### src/ddr3_cmd_pkg.sv
package ddr3_cmd_pkg;

  // ----------------------------------------------------------------
  // geometry
  // ----------------------------------------------------------------
  localparam int BANKS  = 8;
  localparam int BA_W   = 3;
  localparam int ADDR_W = 16;
  localparam int COL_W  = 10;
  localparam int DQ_W   = 16;
  localparam int MASK_W = 2;
  localparam int MODE_REGS = 4;
  // pin vector: cke, cs, ras, cas, we, ba, addr, odt, dq, mask
  localparam int PIN_W  = 5 + BA_W + ADDR_W + 1 + DQ_W + MASK_W;

  // ----------------------------------------------------------------
  // address bit roles
  // ----------------------------------------------------------------
  localparam int AP_BIT = 10;
  localparam int BC_BIT = 12;

  // ----------------------------------------------------------------
  // mode word fields
  // ----------------------------------------------------------------
  localparam int MR_BURST   = 0;
  localparam int MR_POSTED  = 1;
  localparam int BL_LSB     = 0;
  localparam int AL_LSB     = 3;
  localparam logic [1:0] BL_FIXED8 = 2'h0;
  localparam logic [1:0] BL_OTF    = 2'h1;
  localparam logic [1:0] BL_FIXED4 = 2'h2;
  localparam logic [ADDR_W-1:0] MODE_RESET = 16'h0000;
  localparam logic [3:0] BEATS_FULL = 4'h8;
  localparam logic [3:0] BEATS_CHOP = 4'h4;

  // ----------------------------------------------------------------
  // timing
  // ----------------------------------------------------------------
  localparam int CLK_PERIOD_NS = 50;
  localparam int TRP_NS   = 15;
  localparam int TRAS_NS  = 35;
  localparam int TRTP_NS  = 8;

  function automatic int min_cycles(input int ns);
    int c;
    c = (ns + CLK_PERIOD_NS - 1) / CLK_PERIOD_NS;
    return (c < 1) ? 1 : c;
  endfunction

  localparam logic [3:0] TRP_CYC  = 4'(min_cycles(TRP_NS));
  localparam logic [3:0] TRAS_CYC = 4'(min_cycles(TRAS_NS));
  localparam logic [3:0] TRTP_CYC = 4'(min_cycles(TRTP_NS));

  // ----------------------------------------------------------------
  // commands and power states
  // ----------------------------------------------------------------
  typedef enum logic [8:0] {
    CMD_DESEL = 9'h001,
    CMD_NOP   = 9'h002,
    CMD_MODE  = 9'h004,
    CMD_REF   = 9'h008,
    CMD_PRE   = 9'h010,
    CMD_ACT   = 9'h020,
    CMD_WR    = 9'h040,
    CMD_RD    = 9'h080,
    CMD_CAL   = 9'h100
  } cmd_e;

  typedef enum logic [2:0] {
    PWR_ACTIVE = 3'h1,
    PWR_DOWN   = 3'h2,
    PWR_SELF   = 3'h4
  } pwr_e;

endpackage

### src/ddr3_command_protocol.sv
`timescale 1ns/10ps
// Notes on behaviour
// - commands decode from cs, ras, cas, we and cke at the rising edge
// - read and write bursts always complete; burst mode set by mode word
// - no refresh performed while in power-down
// - decoding ignores termination input; termination off during self-refresh
// - no-operation registers nothing and leaves running bursts alone
// - chip unselected ignores new commands, in-progress work finishes
// - row open picks bank and row; row stays open until precharge
// - read bursts from open row; A10 high closes the row afterwards
// - write bursts to open row; A10 high closes the row afterwards
// - masked write bytes are discarded, unmasked bytes stored
// - precharge closes one bank or all by A10; reopen after tRP
// - precharge to idle or precharging bank acts as no-operation
// - read auto-precharge starts posted delay plus tRTP after command
// - write auto-precharge waits for last data and tRAS lockout
// - each refresh needs its own command; row address internal
// - self-refresh entry shuts DLL and termination; exit restores them
// - calibration long or short by A10, taken even with banks open
// - A12 on read or write in on-the-fly mode: high full eight beats, low chopped four
// - bank inputs pick which of four mode words is loaded
module ddr3_command_protocol
  import ddr3_cmd_pkg::*;
(
  input  wire logic              CLK,
  input  wire logic              SYS_RST,
  input  wire logic              RESET_N,
  input  wire logic              CKE,
  input  wire logic              CS_N,
  input  wire logic              RAS_N,
  input  wire logic              CAS_N,
  input  wire logic              WE_N,
  input  wire logic [BA_W-1:0]   BA,
  input  wire logic [ADDR_W-1:0] ADDR,
  input  wire logic              TERMINATION_ENABLE,
  input  wire logic [DQ_W-1:0]   WDATA,
  input  wire logic [MASK_W-1:0] WRITE_BYTE_MASK,
  output logic [BANKS-1:0]       BANK_OPEN,
  output logic [BANKS-1:0]       BANK_PRECHARGING,
  output logic                   BURST_ACTIVE,
  output logic                   ARRAY_WE,
  output logic                   ARRAY_RE,
  output logic [BA_W-1:0]        ARRAY_BANK,
  output logic [ADDR_W-1:0]      ARRAY_ROW,
  output logic [COL_W-1:0]       ARRAY_COL,
  output logic [DQ_W-1:0]        ARRAY_WDATA,
  output logic [MASK_W-1:0]      ARRAY_BYTE_EN,
  output logic                   REFRESH_PULSE,
  output logic [ADDR_W-1:0]      REFRESH_ROW,
  output logic                   SELF_REFRESH,
  output logic                   POWER_DOWN,
  output logic                   DLL_ENABLE,
  output logic                   DLL_RESET,
  output logic                   TERM_ACTIVE,
  output logic                   CAL_LONG,
  output logic                   CAL_SHORT,
  output logic [ADDR_W-1:0]      MODE_WORD0,
  output logic [ADDR_W-1:0]      MODE_WORD1,
  output logic [ADDR_W-1:0]      MODE_WORD2,
  output logic [ADDR_W-1:0]      MODE_WORD3
);

  // ----------------------------------------------------------------
  // functions
  // ----------------------------------------------------------------
  function automatic cmd_e decode_cmd(input logic [3:0] c);
    case (c)
      4'h0:    return CMD_MODE;
      4'h1:    return CMD_REF;
      4'h2:    return CMD_PRE;
      4'h3:    return CMD_ACT;
      4'h4:    return CMD_WR;
      4'h5:    return CMD_RD;
      4'h6:    return CMD_CAL;
      4'h7:    return CMD_NOP;
      default: return CMD_DESEL;
    endcase
  endfunction

  function automatic logic [3:0] dec4(input logic [3:0] v);
    return (v != 4'h0) ? v - 4'h1 : 4'h0;
  endfunction

  // ----------------------------------------------------------------
  // pin synchronisers
  // ----------------------------------------------------------------
  logic [PIN_W-1:0] pin_s1_reg;
  logic [PIN_W-1:0] pin_s2_reg;
  logic             rstn_s1_reg;
  logic             rstn_s2_reg;
  logic             rst;

  always_ff @(posedge CLK)
  begin
    pin_s1_reg  <= {CKE, CS_N, RAS_N, CAS_N, WE_N, BA, ADDR,
                    TERMINATION_ENABLE, WDATA, WRITE_BYTE_MASK};
    pin_s2_reg  <= pin_s1_reg;
    rstn_s1_reg <= RESET_N;
    rstn_s2_reg <= rstn_s1_reg;
  end

  // reset pin is unclocked; it is resynchronised before use
  assign rst = SYS_RST | ~rstn_s2_reg;

  logic              cke_s;
  logic [3:0]        ctl_s;
  logic [BA_W-1:0]   ba_s;
  logic [ADDR_W-1:0] addr_s;
  logic              odt_s;
  logic [DQ_W-1:0]   dq_s;
  logic [MASK_W-1:0] mask_s;

  assign {cke_s, ctl_s, ba_s, addr_s, odt_s, dq_s, mask_s} = pin_s2_reg;

  // ----------------------------------------------------------------
  // command decode
  // ----------------------------------------------------------------
  cmd_e              cmd;
  pwr_e              pwr_reg;
  pwr_e              pwr_next;
  logic              cke_prev_reg;
  logic              run;
  logic              self_entry;
  logic              pd_entry;
  logic              wake;

  // termination input never enters the decode
  assign cmd  = decode_cmd(ctl_s);
  // a chip-unselected cycle decodes like a no-operation: no action
  assign run  = (pwr_reg == PWR_ACTIVE) && cke_prev_reg && cke_s;
  assign self_entry = (pwr_reg == PWR_ACTIVE) && cke_prev_reg && !cke_s
                      && (cmd == CMD_REF);
  assign pd_entry   = (pwr_reg == PWR_ACTIVE) && cke_prev_reg && !cke_s
                      && (cmd != CMD_REF);
  // in self-refresh every input except cke is ignored
  assign wake = (pwr_reg != PWR_ACTIVE) && cke_s;

  always_comb
  begin
    case (pwr_reg)
      PWR_ACTIVE: pwr_next = self_entry ? PWR_SELF
                           : (pd_entry ? PWR_DOWN : PWR_ACTIVE);
      PWR_DOWN:   pwr_next = wake ? PWR_ACTIVE : PWR_DOWN;
      PWR_SELF:   pwr_next = wake ? PWR_ACTIVE : PWR_SELF;
      default:    pwr_next = PWR_ACTIVE;
    endcase
  end

  // ----------------------------------------------------------------
  // bank state
  // ----------------------------------------------------------------
  logic [BANKS-1:0]  open_reg;
  logic [BANKS-1:0]  open_next;
  logic [BANKS-1:0]  prech_reg;
  logic [BANKS-1:0]  act_sel;
  logic [BANKS-1:0]  close_sel;
  logic [3:0]        pre_cnt_reg [BANKS];
  logic [3:0]        pre_cnt_next [BANKS];
  logic [3:0]        ras_cnt_reg [BANKS];
  logic [ADDR_W-1:0] row_reg [BANKS];
  logic              apc_pending_reg;
  logic              apc_armed_reg;
  logic [BA_W-1:0]   apc_bank_reg;
  logic [3:0]        apc_cnt_reg;
  logic              apc_fire;
  logic              all_idle;

  // no restore may be cut short by an auto-precharge
  assign apc_fire = apc_pending_reg && apc_armed_reg && (apc_cnt_reg == 4'h0)
                    && (ras_cnt_reg[apc_bank_reg] == 4'h0);
  assign all_idle = (open_reg == '0) && (prech_reg == '0);

  always_comb
  begin
    for (int i = 0; i < BANKS; i++)
    begin
      // only a closed bank past tRP may open
      act_sel[i]   = run && (cmd == CMD_ACT) && (ba_s == BA_W'(i))
                     && !open_reg[i] && (pre_cnt_reg[i] == 4'h0);
      // a closed or closing bank has no open row: nothing happens
      close_sel[i] = open_reg[i] && ((run && (cmd == CMD_PRE)
                     && (addr_s[AP_BIT] || ba_s == BA_W'(i)))
                     || (apc_fire && apc_bank_reg == BA_W'(i)));
      open_next[i] = act_sel[i] | (open_reg[i] & ~close_sel[i]);
      pre_cnt_next[i] = close_sel[i] ? TRP_CYC : dec4(pre_cnt_reg[i]);
    end
  end

  always_ff @(posedge CLK)
  begin
    for (int i = 0; i < BANKS; i++)
    begin
      if (rst)
      begin
        pre_cnt_reg[i] <= 4'h0;
        ras_cnt_reg[i] <= 4'h0;
        row_reg[i]     <= '0;
      end
      else
      begin
        pre_cnt_reg[i] <= pre_cnt_next[i];
        ras_cnt_reg[i] <= act_sel[i] ? TRAS_CYC : dec4(ras_cnt_reg[i]);
        row_reg[i]     <= act_sel[i] ? addr_s : row_reg[i];
        prech_reg[i]   <= pre_cnt_next[i] != 4'h0;
      end
    end
    if (rst)
    begin
      open_reg  <= '0;
      prech_reg <= '0;
    end
    else
      open_reg  <= open_next;
  end

  // ----------------------------------------------------------------
  // bursts
  // ----------------------------------------------------------------
  logic [ADDR_W-1:0] mode_reg [MODE_REGS];
  logic              rw_take;
  logic              chop;
  logic [1:0]        bl_mode;
  logic              burst_reg;
  logic              burst_wr_reg;
  logic [BA_W-1:0]   burst_bank_reg;
  logic [COL_W-1:0]  burst_col_reg;
  logic [3:0]        beat_reg;
  logic [3:0]        beats_reg;
  logic              last_beat;
  logic [3:0]        posted;

  // one burst and one auto-precharge in flight; others are dropped
  assign rw_take = run && (cmd == CMD_RD || cmd == CMD_WR) && open_reg[ba_s]
                   && !burst_reg && !apc_pending_reg;
  assign bl_mode = mode_reg[MR_BURST][BL_LSB +: 2];
  assign chop    = (bl_mode == BL_FIXED4)
                   || (bl_mode == BL_OTF && !addr_s[BC_BIT]);
  assign last_beat = burst_reg && (beat_reg == beats_reg - 4'h1);
  assign posted  = {2'h0, mode_reg[MR_POSTED][AL_LSB +: 2]};

  always_ff @(posedge CLK)
  begin
    if (rst)
    begin
      burst_reg       <= 1'b0;
      burst_wr_reg    <= 1'b0;
      burst_bank_reg  <= '0;
      burst_col_reg   <= '0;
      beat_reg        <= 4'h0;
      beats_reg       <= BEATS_FULL;
      apc_pending_reg <= 1'b0;
      apc_armed_reg   <= 1'b0;
      apc_bank_reg    <= '0;
      apc_cnt_reg     <= 4'h0;
    end
    else
    begin
      if (rw_take)
      begin
        burst_reg      <= 1'b1;
        burst_wr_reg   <= (cmd == CMD_WR);
        burst_bank_reg <= ba_s;
        burst_col_reg  <= addr_s[COL_W-1:0];
        beat_reg       <= 4'h0;
        beats_reg      <= chop ? BEATS_CHOP : BEATS_FULL;
        apc_pending_reg <= addr_s[AP_BIT];
        apc_armed_reg  <= (cmd == CMD_RD);
        apc_bank_reg   <= ba_s;
        // the closing edge itself is the last count, hence one less
        apc_cnt_reg    <= posted + TRTP_CYC - 4'h1;
      end
      else
      begin
        // nothing but the last beat ends a burst
        burst_reg <= burst_reg && !last_beat;
        beat_reg  <= burst_reg ? beat_reg + 4'h1 : beat_reg;
        if (last_beat && burst_wr_reg)
        begin
          apc_armed_reg <= 1'b1;
          apc_cnt_reg   <= 4'h0;
        end
        else if (apc_armed_reg)
          apc_cnt_reg <= dec4(apc_cnt_reg);
        if (apc_fire)
          apc_pending_reg <= 1'b0;
      end
    end
  end

  // ----------------------------------------------------------------
  // array strobes
  // ----------------------------------------------------------------
  always_ff @(posedge CLK)
  begin
    if (rst)
    begin
      ARRAY_WE      <= 1'b0;
      ARRAY_RE      <= 1'b0;
      ARRAY_BANK    <= '0;
      ARRAY_ROW     <= '0;
      ARRAY_COL     <= '0;
      ARRAY_WDATA   <= '0;
      ARRAY_BYTE_EN <= '0;
    end
    else
    begin
      ARRAY_WE      <= burst_reg && burst_wr_reg;
      ARRAY_RE      <= burst_reg && !burst_wr_reg;
      ARRAY_BANK    <= burst_bank_reg;
      ARRAY_ROW     <= row_reg[burst_bank_reg];
      ARRAY_COL     <= burst_col_reg + COL_W'(beat_reg);
      ARRAY_WDATA   <= dq_s;
      ARRAY_BYTE_EN <= ~mask_s;
    end
  end

  // ----------------------------------------------------------------
  // refresh, power, calibration, mode words
  // ----------------------------------------------------------------
  logic ref_take;

  // not run in power-down, so no refresh happens there
  assign ref_take = run && (cmd == CMD_REF) && all_idle;

  always_ff @(posedge CLK)
  begin
    if (rst)
    begin
      pwr_reg       <= PWR_ACTIVE;
      cke_prev_reg  <= 1'b0;
      REFRESH_PULSE <= 1'b0;
      REFRESH_ROW   <= '0;
      DLL_ENABLE    <= 1'b1;
      DLL_RESET     <= 1'b0;
      TERM_ACTIVE   <= 1'b0;
      CAL_LONG      <= 1'b0;
      CAL_SHORT     <= 1'b0;
      for (int m = 0; m < MODE_REGS; m++)
        mode_reg[m] <= MODE_RESET;
    end
    else
    begin
      pwr_reg       <= pwr_next;
      cke_prev_reg  <= cke_s;
      REFRESH_PULSE <= ref_take;
      REFRESH_ROW   <= REFRESH_ROW + ADDR_W'(ref_take);
      DLL_ENABLE    <= pwr_next != PWR_SELF;
      DLL_RESET     <= (pwr_reg == PWR_SELF) && wake;
      TERM_ACTIVE   <= odt_s && (pwr_next != PWR_SELF);
      CAL_LONG      <= run && (cmd == CMD_CAL) && addr_s[AP_BIT];
      CAL_SHORT     <= run && (cmd == CMD_CAL) && !addr_s[AP_BIT];
      if (run && (cmd == CMD_MODE) && !ba_s[BA_W-1])
        mode_reg[ba_s[1:0]] <= addr_s;
    end
  end

  assign BANK_OPEN        = open_reg;
  assign BANK_PRECHARGING = prech_reg;
  assign BURST_ACTIVE     = burst_reg;
  assign SELF_REFRESH     = pwr_reg[2];
  assign POWER_DOWN       = pwr_reg[1];
  assign MODE_WORD0       = mode_reg[0];
  assign MODE_WORD1       = mode_reg[1];
  assign MODE_WORD2       = mode_reg[2];
  assign MODE_WORD3       = mode_reg[3];
endmodule

### config.mk
export PLATFORM = sky130hd
export DESIGN_NAME = ddr3_command_protocol
export DESIGN_NICKNAME = d
export VERILOG_FILES = /design/src/ddr3_cmd_pkg.sv /design/src/ddr3_command_protocol.sv
export SDC_FILE = /design/constraint.sdc
export NUM_CORES = 1
export LEC_CHECK = 0
export ABC_AREA = 0
export BUFFER_PORTS_ARGS = -buffer_cell sky130_fd_sc_hd__buf_2
export CORE_MARGIN = 1.5
export CORE_UTILIZATION = 35
export CTS_BUF_LIST = sky130_fd_sc_hd__clkbuf_8
export DETAILED_ROUTE_END_ITERATION = 16
export PLACE_DENSITY = 0.51
export RECOVER_POWER = 100
export SYNTH_ARGS = -nofsm -noshare
export SYNTH_HDL_FRONTEND = slang
export SYNTH_SLANG_ARGS = --single-unit
export TNS_END_PERCENT = 50
### constraint.sdc
create_clock -name CLK -period 3 [get_ports CLK]
set_input_delay 0.45 -clock CLK [delete_from_list [all_inputs] [get_ports CLK]]
set_output_delay 0.45 -clock CLK [all_outputs]
set_load 0.005 [all_outputs]
# After elaboration in Yosys (flattened, before gate mapping)

Memories as Yosys holds them, arrays and structs flattened. A register that Yosys moved wholly into a read port is not among the register bits.
Cells that the tools add are included.

Register bits: 192
Bits in writable memories: 256
ROM bits: 64
Bits of input ports: 46
Output and inout port bits: 154
Logic and storage cells: 406
Memories: 5

Add/sub/neg operators: 23
$lt $le $gt $ge: 1
Equality and inequality tests: 38
Muxes and demuxes: 93
Bitwise operators: 51
Reduce and logical (&&, ||, !) cells: 165

Memory list:

| name             | depth | bits a word | read ports | clocked after memory_dff | write ports | RTL line                     | RTL |
|---|---|---|---|---|---|---|---|
| row_reg          | 8     | 16          | 1          | 1                        | 8           | ddr3_command_protocol.sv:160 | `logic [ADDR_W-1:0] row_reg [BANKS];` |
| (name not given) | 8     | 8           | 1          | 1                        | 0           | ddr3_command_protocol.sv:67  | `case (c)` |
| mode_reg         | 4     | 16          | 4          | 0                        | 4           | ddr3_command_protocol.sv:219 | `logic [ADDR_W-1:0] mode_reg [MODE_REGS];` |
| pre_cnt_reg      | 8     | 4           | 8          | 0                        | 8           | ddr3_command_protocol.sv:157 | `logic [3:0] pre_cnt_reg [BANKS];` |
| ras_cnt_reg      | 8     | 4           | 9          | 1                        | 8           | ddr3_command_protocol.sv:159 | `logic [3:0] ras_cnt_reg [BANKS];` |

Operators with widths:

| cell                  | count |
|---|---|
| $mux W16              | 17 |
| $mux W4               | 53 |
| $reduce_bool A4 Y1    | 25 |
| $logic_and A1 B1 Y1   | 79 |
| $sub A4 B1 Y4 const B | 18 |
| $logic_not A4 Y1      | 10 |
| $or A1 B1 Y1          | 33 |
| $eq A3 B3 Y1 const B  | 9 |
| $logic_or A1 B1 Y1    | 18 |
| $add A16 B1 Y16       | 1 |
| $logic_not A1 Y1      | 16 |
| $logic_not A8 Y1      | 2 |
| $reduce_and A2 Y1     | 8 |
| $reduce_or A16 Y1     | 1 |
| $eq A3 B2 Y1 const B  | 5 |
| $mux W1               | 13 |
| $mux W3               | 4 |
| $add A10 B4 Y10       | 1 |
| $eq A3 B1 Y1 const B  | 3 |
| $eq A9 B3 Y1 const B  | 1 |
| $eq A9 B4 Y1 const B  | 1 |
| $eq A9 B5 Y1 const B  | 1 |
| $eq A9 B6 Y1 const B  | 1 |
| $eq A9 B7 Y1 const B  | 1 |
| other kinds (24)      | 50 |

# Longest topological paths before layout

Word-level depth: 10
Depth in mapped cells: 11

# Worst setup path after synthesis

No wires, ideal clock.

Path kind: register -> register
Start: reg with a tool-made name
End: mem mode_reg[2][0] (enable)
Setup time: 411 ps
Data arrival time: 2366 ps
Setup slack: 223 ps
Cell stages (with the launch flop): 5
Path buffers: 0
Clock period less this slack: 2777 ps
Cell sequence: dfxtp_1 nor4_1 nand4_1 or2_2 o21ai_0

RTL lines:

| what             | RTL line |
|---|---|
| end: declaration | ddr3_command_protocol.sv:219 |

# Worst setup path after layout

Start: reg pin_s2_reg[35]
End: reg apc_cnt_reg[2]

Cells in the longest elaborated chain, start to end: 6
Elaborated cells between the ends (all ways): 7
Classes of those cells: mux (3); reduce/logical (4)

RTL lines:

| what                                                    | RTL line                     | RTL |
|---|---|---|
| start: declaration                                      | ddr3_command_protocol.sv:88  | `logic [PIN_W-1:0] pin_s2_reg;` |
| start signal: assignment                                | ddr3_command_protocol.sv:97  | `pin_s2_reg <= pin_s1_reg;` |
| $bmux W1 S3 (*)                                         | ddr3_command_protocol.sv:233 | `assign rw_take = run && (cmd == CMD_RD \|\| cmd == CMD_WR) && open_reg[ba_s]` |
| $mux W1 (implied by the code) (*)                       | ddr3_command_protocol.sv:233 |  |
| $logic_and A1 B1 Y1 (*)                                 | ddr3_command_protocol.sv:233 |  |
| $logic_and A1 B1 Y1 (*) (2 in series)                   | ddr3_command_protocol.sv:234 | `&& !burst_reg && !apc_pending_reg;` |
| $reduce_bool A3 Y1 (no line) or $mux W4 (tied branches) | n/a                          |  |
| end signal: assignment                                  | ddr3_command_protocol.sv:270 | `apc_cnt_reg <= posted + TRTP_CYC - 4'h1;` |
| end signal: assignment                                  | ddr3_command_protocol.sv:283 | `apc_cnt_reg <= dec4(apc_cnt_reg);` |
| end: declaration                                        | ddr3_command_protocol.sv:164 | `logic [3:0] apc_cnt_reg;` |

Mark *: on every way between the ends. The rest lies on a longest branch, timed or not. The select of a mux whose other input is x is not followed.
A chain may end at the register's enable or synchronous reset.

==> results.md <==
- The highest net fanout along the worst path is 25.
- The number of antenna violations at the first check in global routing is 2.
- Among cell families on the critical path, the largest total delay comes from simple AND/OR/NAND/NOR gates.
- The ratio of total power to cell area is 587.6 nW/µm².
- The worst-case IR drop observed on VDD is 264.5 µV.
- The flow ran to the end, but the final reports show violations.
- TritonCTS built the clock tree.
- Summed over all instances, the cell type with the most area after synthesis is edfxtp_1.
- The fraction of the mapped netlist area in compound gates is 0.05581.
- The count of placed standard cells in the final layout, fillers left out is 2,600.
- The routed design has 48,180 µm of wire.
- The post-synthesis cell area is 18,360 µm².
- The worst path in the final design needs a cycle of 2.854 ns, including I/O delays and setup.
- The post-CTS clock slew at the launch and capture registers of the worst setup and hold paths is 0.06 ns.
- The cell count after synthesis came out at 1,553.
- The die is 232.1 µm tall.
- The worst slew margin relative to its limit is -0.04564.
- The ratio of routed vias to standard cells is 4.833.
- After synthesis, the largest family of logic cells by area is simple AND/OR/NAND/NOR gates.
- The final reports fail on max-capacitance violations, max-slew violations.
- Derived from the worst setup path, the maximum achievable clock frequency is 0.3504 GHz.
- The launch point of the critical path is pin_s2_reg[35].
- From synthesis to final layout, the design area changed by 20.37%.
- For this run, asynchronously set or reset flops after synthesis account for 0.
- STA puts the critical path data required time at 3.58 ns.
- The routability congestion estimate is 0.8359.
- The number of global-route vias before repair is 12,760.
- The total of flip-flops plus latches after synthesis is 470.
- The global-route total usage across every layer is 0.1794.
- The share of synthesized area occupied by flip-flops and latches is 0.6171.
- The worst hold path belongs to the class reg2reg.
- The kind of start point of the critical path is a flip-flop.
- The starting density of the core is 0.3558.
- The root buffer cell is clkbuf_8.
- Of the total synthesized cell area, the portion taken by AND, OR, NAND and NOR gates is 0.2067.
- The number of nets in the finished design is 1,929.
- The post-synthesis mux area share is 0.05894.
- The first global-routing pass estimated 72,950 µm of wire.
- The total number of H-tree levels is 3.
- Setup repair after global routing left no endpoint under its margin.
- Setup violations remaining at the end of the flow were counted as 0.
- The final critical-path setup slack is 0.1461 ns.
- In this run the worst setup path terminates at apc_cnt_reg[2].
- At the pin with the least slew margin, the transition time is 1.568 ns.
- The placed wire-length estimate is 32,690 µm.
- The worst setup timing slack at the placement stage is 0.4018 ns.
- During placement, the flow inserted port buffers numbering 199.
- After clock tree synthesis, the setup repair step added 0 buffers.
- Once detail routing completed, the nets flagged for antenna violations numbered 0.
- The floorplan die area is 53,850 µm².
- STA classifies the critical path endpoint as a flip-flop.
- The detailed router placed 12,570 vias in this run.
- The number of fill cells is 4,987.
- The synthesized-area fraction occupied by adder cells is 0.01812.
- The worst reg2reg path depth is 7.
- After synthesis, the cell types taking the most area are edfxtp_1 (31%), dfxtp_1 (30%), and2_1 (6.7%).
- Gates resized during post-CTS repair numbered 0.
- The clock skew is 0.04605 ns.
- The count of pins over their slew limit was 70.
- The number of optimization iterations in the first detailed-route pass is 6.
- The critical path runs through a total of 7 cells.
- The total CTS buffers is 81.
- The number of nets in the synthesized netlist is 1,625.
- In this run the critical register-to-register path is captured at apc_cnt_reg[2].
- The synthesized netlist contains 72 unique library cells.
- The placed instance count is 2,410.
- Data arrives at the worst endpoint at 3.43 ns.
- Traced cell by cell, the critical path runs through clkbuf_1, nor2b_1, a22o_1, nor4_4, clkbuf_2, nand2b_1, nor3_1.
- In the routed design, unresolved DRC markers number 0.
- The count of endpoints failing hold in the final timing report is 0.
- Global routing finished with a remaining overflow of 0.
- Yosys mapped a number of flops with a built-in enable equal to 192.
- The later-pin clock latency in the skew report is 0.67 ns.
- The tool flagged a number of max-cap violations equal to 1.
- Of the total synthesized cell area, the portion taken by XOR and XNOR cells is 0.01622.
- The number of buffers between clock root and the deepest sink is 3.
- The average wire length per cell after detail routing is 18.53 µm.
- The worst setup path is of the reg2reg kind.
- The fraction of final layout cells with drive strength greater than 1 is 0.1694.
- The number of flip-flops under the largest register name is 128.
- The final core utilization is 0.4283.
- The largest net degree at the start of global routing is 70.
- After floorplanning, the core was divided into 83 placement rows.
- The clock sink total is 470.
- After the first detailed-routing iteration, the DRC count stood at 616.
- The share of synthesized area in the top cell type comes to 0.3140.
- The most used flip-flop cell after synthesis is dfxtp_1.
- The per-instance average area after synthesis is 11.82 µm².
- The floorplan step set the die width to 232.1 µm.
- In this run the count of I/O pins placed on the die edge is 200.
- The startpoint of the worst register-to-register path is pin_s2_reg[35].
- The buffering stage count on the worst path with inverters included is 2.
- The slowest stage of the critical path belongs to the cell dfxtp_1.
- The summed negative setup slack over all endpoints is 0 ns.
- In this design, the stage delay of the slowest critical-path cell is 0.55 ns.
- The static leakage is 8.729 nW.
- The area of the core is 51,610 µm².
- The number of synthesis warnings is 0.
- The flop-to-flop setup slack is 0.15 ns.
- The ratio of final minimum period to clock period is 0.9513.
[layout by cell type, fill, tap and decap left out, types with 12 or more instances in the layout]
cell type	netlist	layout
or3_1	16	17
xnor2_1	15	15
clkbuf_2	7	23
buf_4	1	14
nor2b_1	27	27
nand3_1	16	16
and3_1	23	23
or4_1	17	18
nand2_1	65	65
o21ai_0	19	15
and2_1	198	154
clkbuf_8	0	93
nor2_1	154	160
clkbuf_1	46	100
nor3_1	47	51
nor4_1	24	24
mux4_2	32	32
inv_1	47	78
and2_0	1	45
clkinv_2	0	14
o211ai_1	19	19
mux2i_1	35	35
nand4_1	18	18
xor2_1	19	19
o31ai_1	12	12
dlygate4sd3_1	0	44
ha_1	25	25
edfxtp_1	192	192
a21oi_1	56	56
nor3b_1	16	16
buf_2	10	109
dfxtp_1	278	277
[logic make-up (layout without fill, tap and decap cells)]
| logic type | count (synthesis) | after routing |
|---|---|---|
| other cells | 0 | 1 |
| mux | 68 | 68 |
| fa+ha+maj | 26 | 26 |
| buf+inv | 122 | 488 |
| flops | 470 | 470 |
| compound gates | 155 | 155 |
| xor+xnor | 34 | 34 |
| simple gates | 678 | 678 |
[report_power, final]
group / switching, mW / total, mW / internal (mW)
Clock: 2.57 / 5.66 / 3.08
Combinational: 0.227 / 0.390 / 0.163
Sequential: 0.115 / 6.94 / 6.83
[area by class of cell]
cell class              count  area, µm²  area share
flip-flops and latches    470      11330      0.5127
multi-input cells         961       6489      0.2936
repair buffers            296       1673     0.07568
clock buffers              93       1280     0.05791
well taps                 680      850.8     0.03849
clock inverters            52      300.3     0.01359
inverters                  47      176.4    0.007981
diodes                      1      2.502   0.0001132
[repair_timing]
item / 4_1_cts / 5_1_grt
endpoints found under the setup margin: 0 / 0
hold endpoints to repair: 44 / 0
hold buffers: 44 / 0
[metrics by stage]
step,cell area [µm²],power (mW),hold WS [ns]
2_1_floorplan,18360,7.212,0.3096
3_3_place_gp,20420,7.450,0.3101
3_5_place_dp,20420,7.458,0.3121
4_1_cts,22440,13.22,0.2662
5_1_grt,22100,13.52,0.3280
6_report,22100,12.99,0.3120
[how the worst min path moves through the flow]
stage              startpoint                 end  slack (ns)  cells after the start
2_1_floorplan   pin_s1_reg[0]       pin_s2_reg[0]        0.31                      0
3_3_place_gp    pin_s1_reg[0]       pin_s2_reg[0]        0.31                      0
3_5_place_dp   pin_s1_reg[33]      pin_s2_reg[33]        0.31                      0
4_1_cts               SYS_RST  pre_cnt_reg[1][15]        0.27                      3
5_1_grt        pin_s1_reg[10]      pin_s2_reg[10]        0.33                      0
6_report       pin_s1_reg[41]      pin_s2_reg[41]        0.31                      0
[synth_stat cells (9+ instances only)]
library cell	count
and2_1	198
mux4_2	32
xnor2_1	15
nand3_1	16
o31ai_1	12
o211ai_1	19
o21ai_0	19
ha_1	25
xor2_1	19
nor3_1	47
a21oi_1	56
nor3b_1	16
clkbuf_1	46
nor2b_1	27
inv_1	47
edfxtp_1	192
nand2_1	65
mux2i_1	35
nand2b_1	10
or4_1	17
nand4_1	18
buf_1	9
nor2_1	154
and3_1	23
dfxtp_1	278
nor4_1	24
buf_2	10
or3_1	16
[worst register-to-register path, delay by kind of cell (launching register included)]
kind | cells | cell delay (ns)
compound gates | 1 | 0.30
buf+inv | 2 | 0.83
flops | 1 | 0.55
simple gates | 4 | 1.10
[metal layers]
layer | routed length [µm] | vias to the layer above | share of wire | GRT usage
li1 | - | 6106 | - | -
met4 | 1283 | 0 | 0.027 | 0.07752
met1 | 20470 | 6119 | 0.42 | 0.2147
met3 | 2303 | 78 | 0.048 | 0.03942
met2 | 24120 | 263 | 0.50 | 0.3091
met5 | 0 | - | 0 | 0
Power figures use the tool's default switching activity.
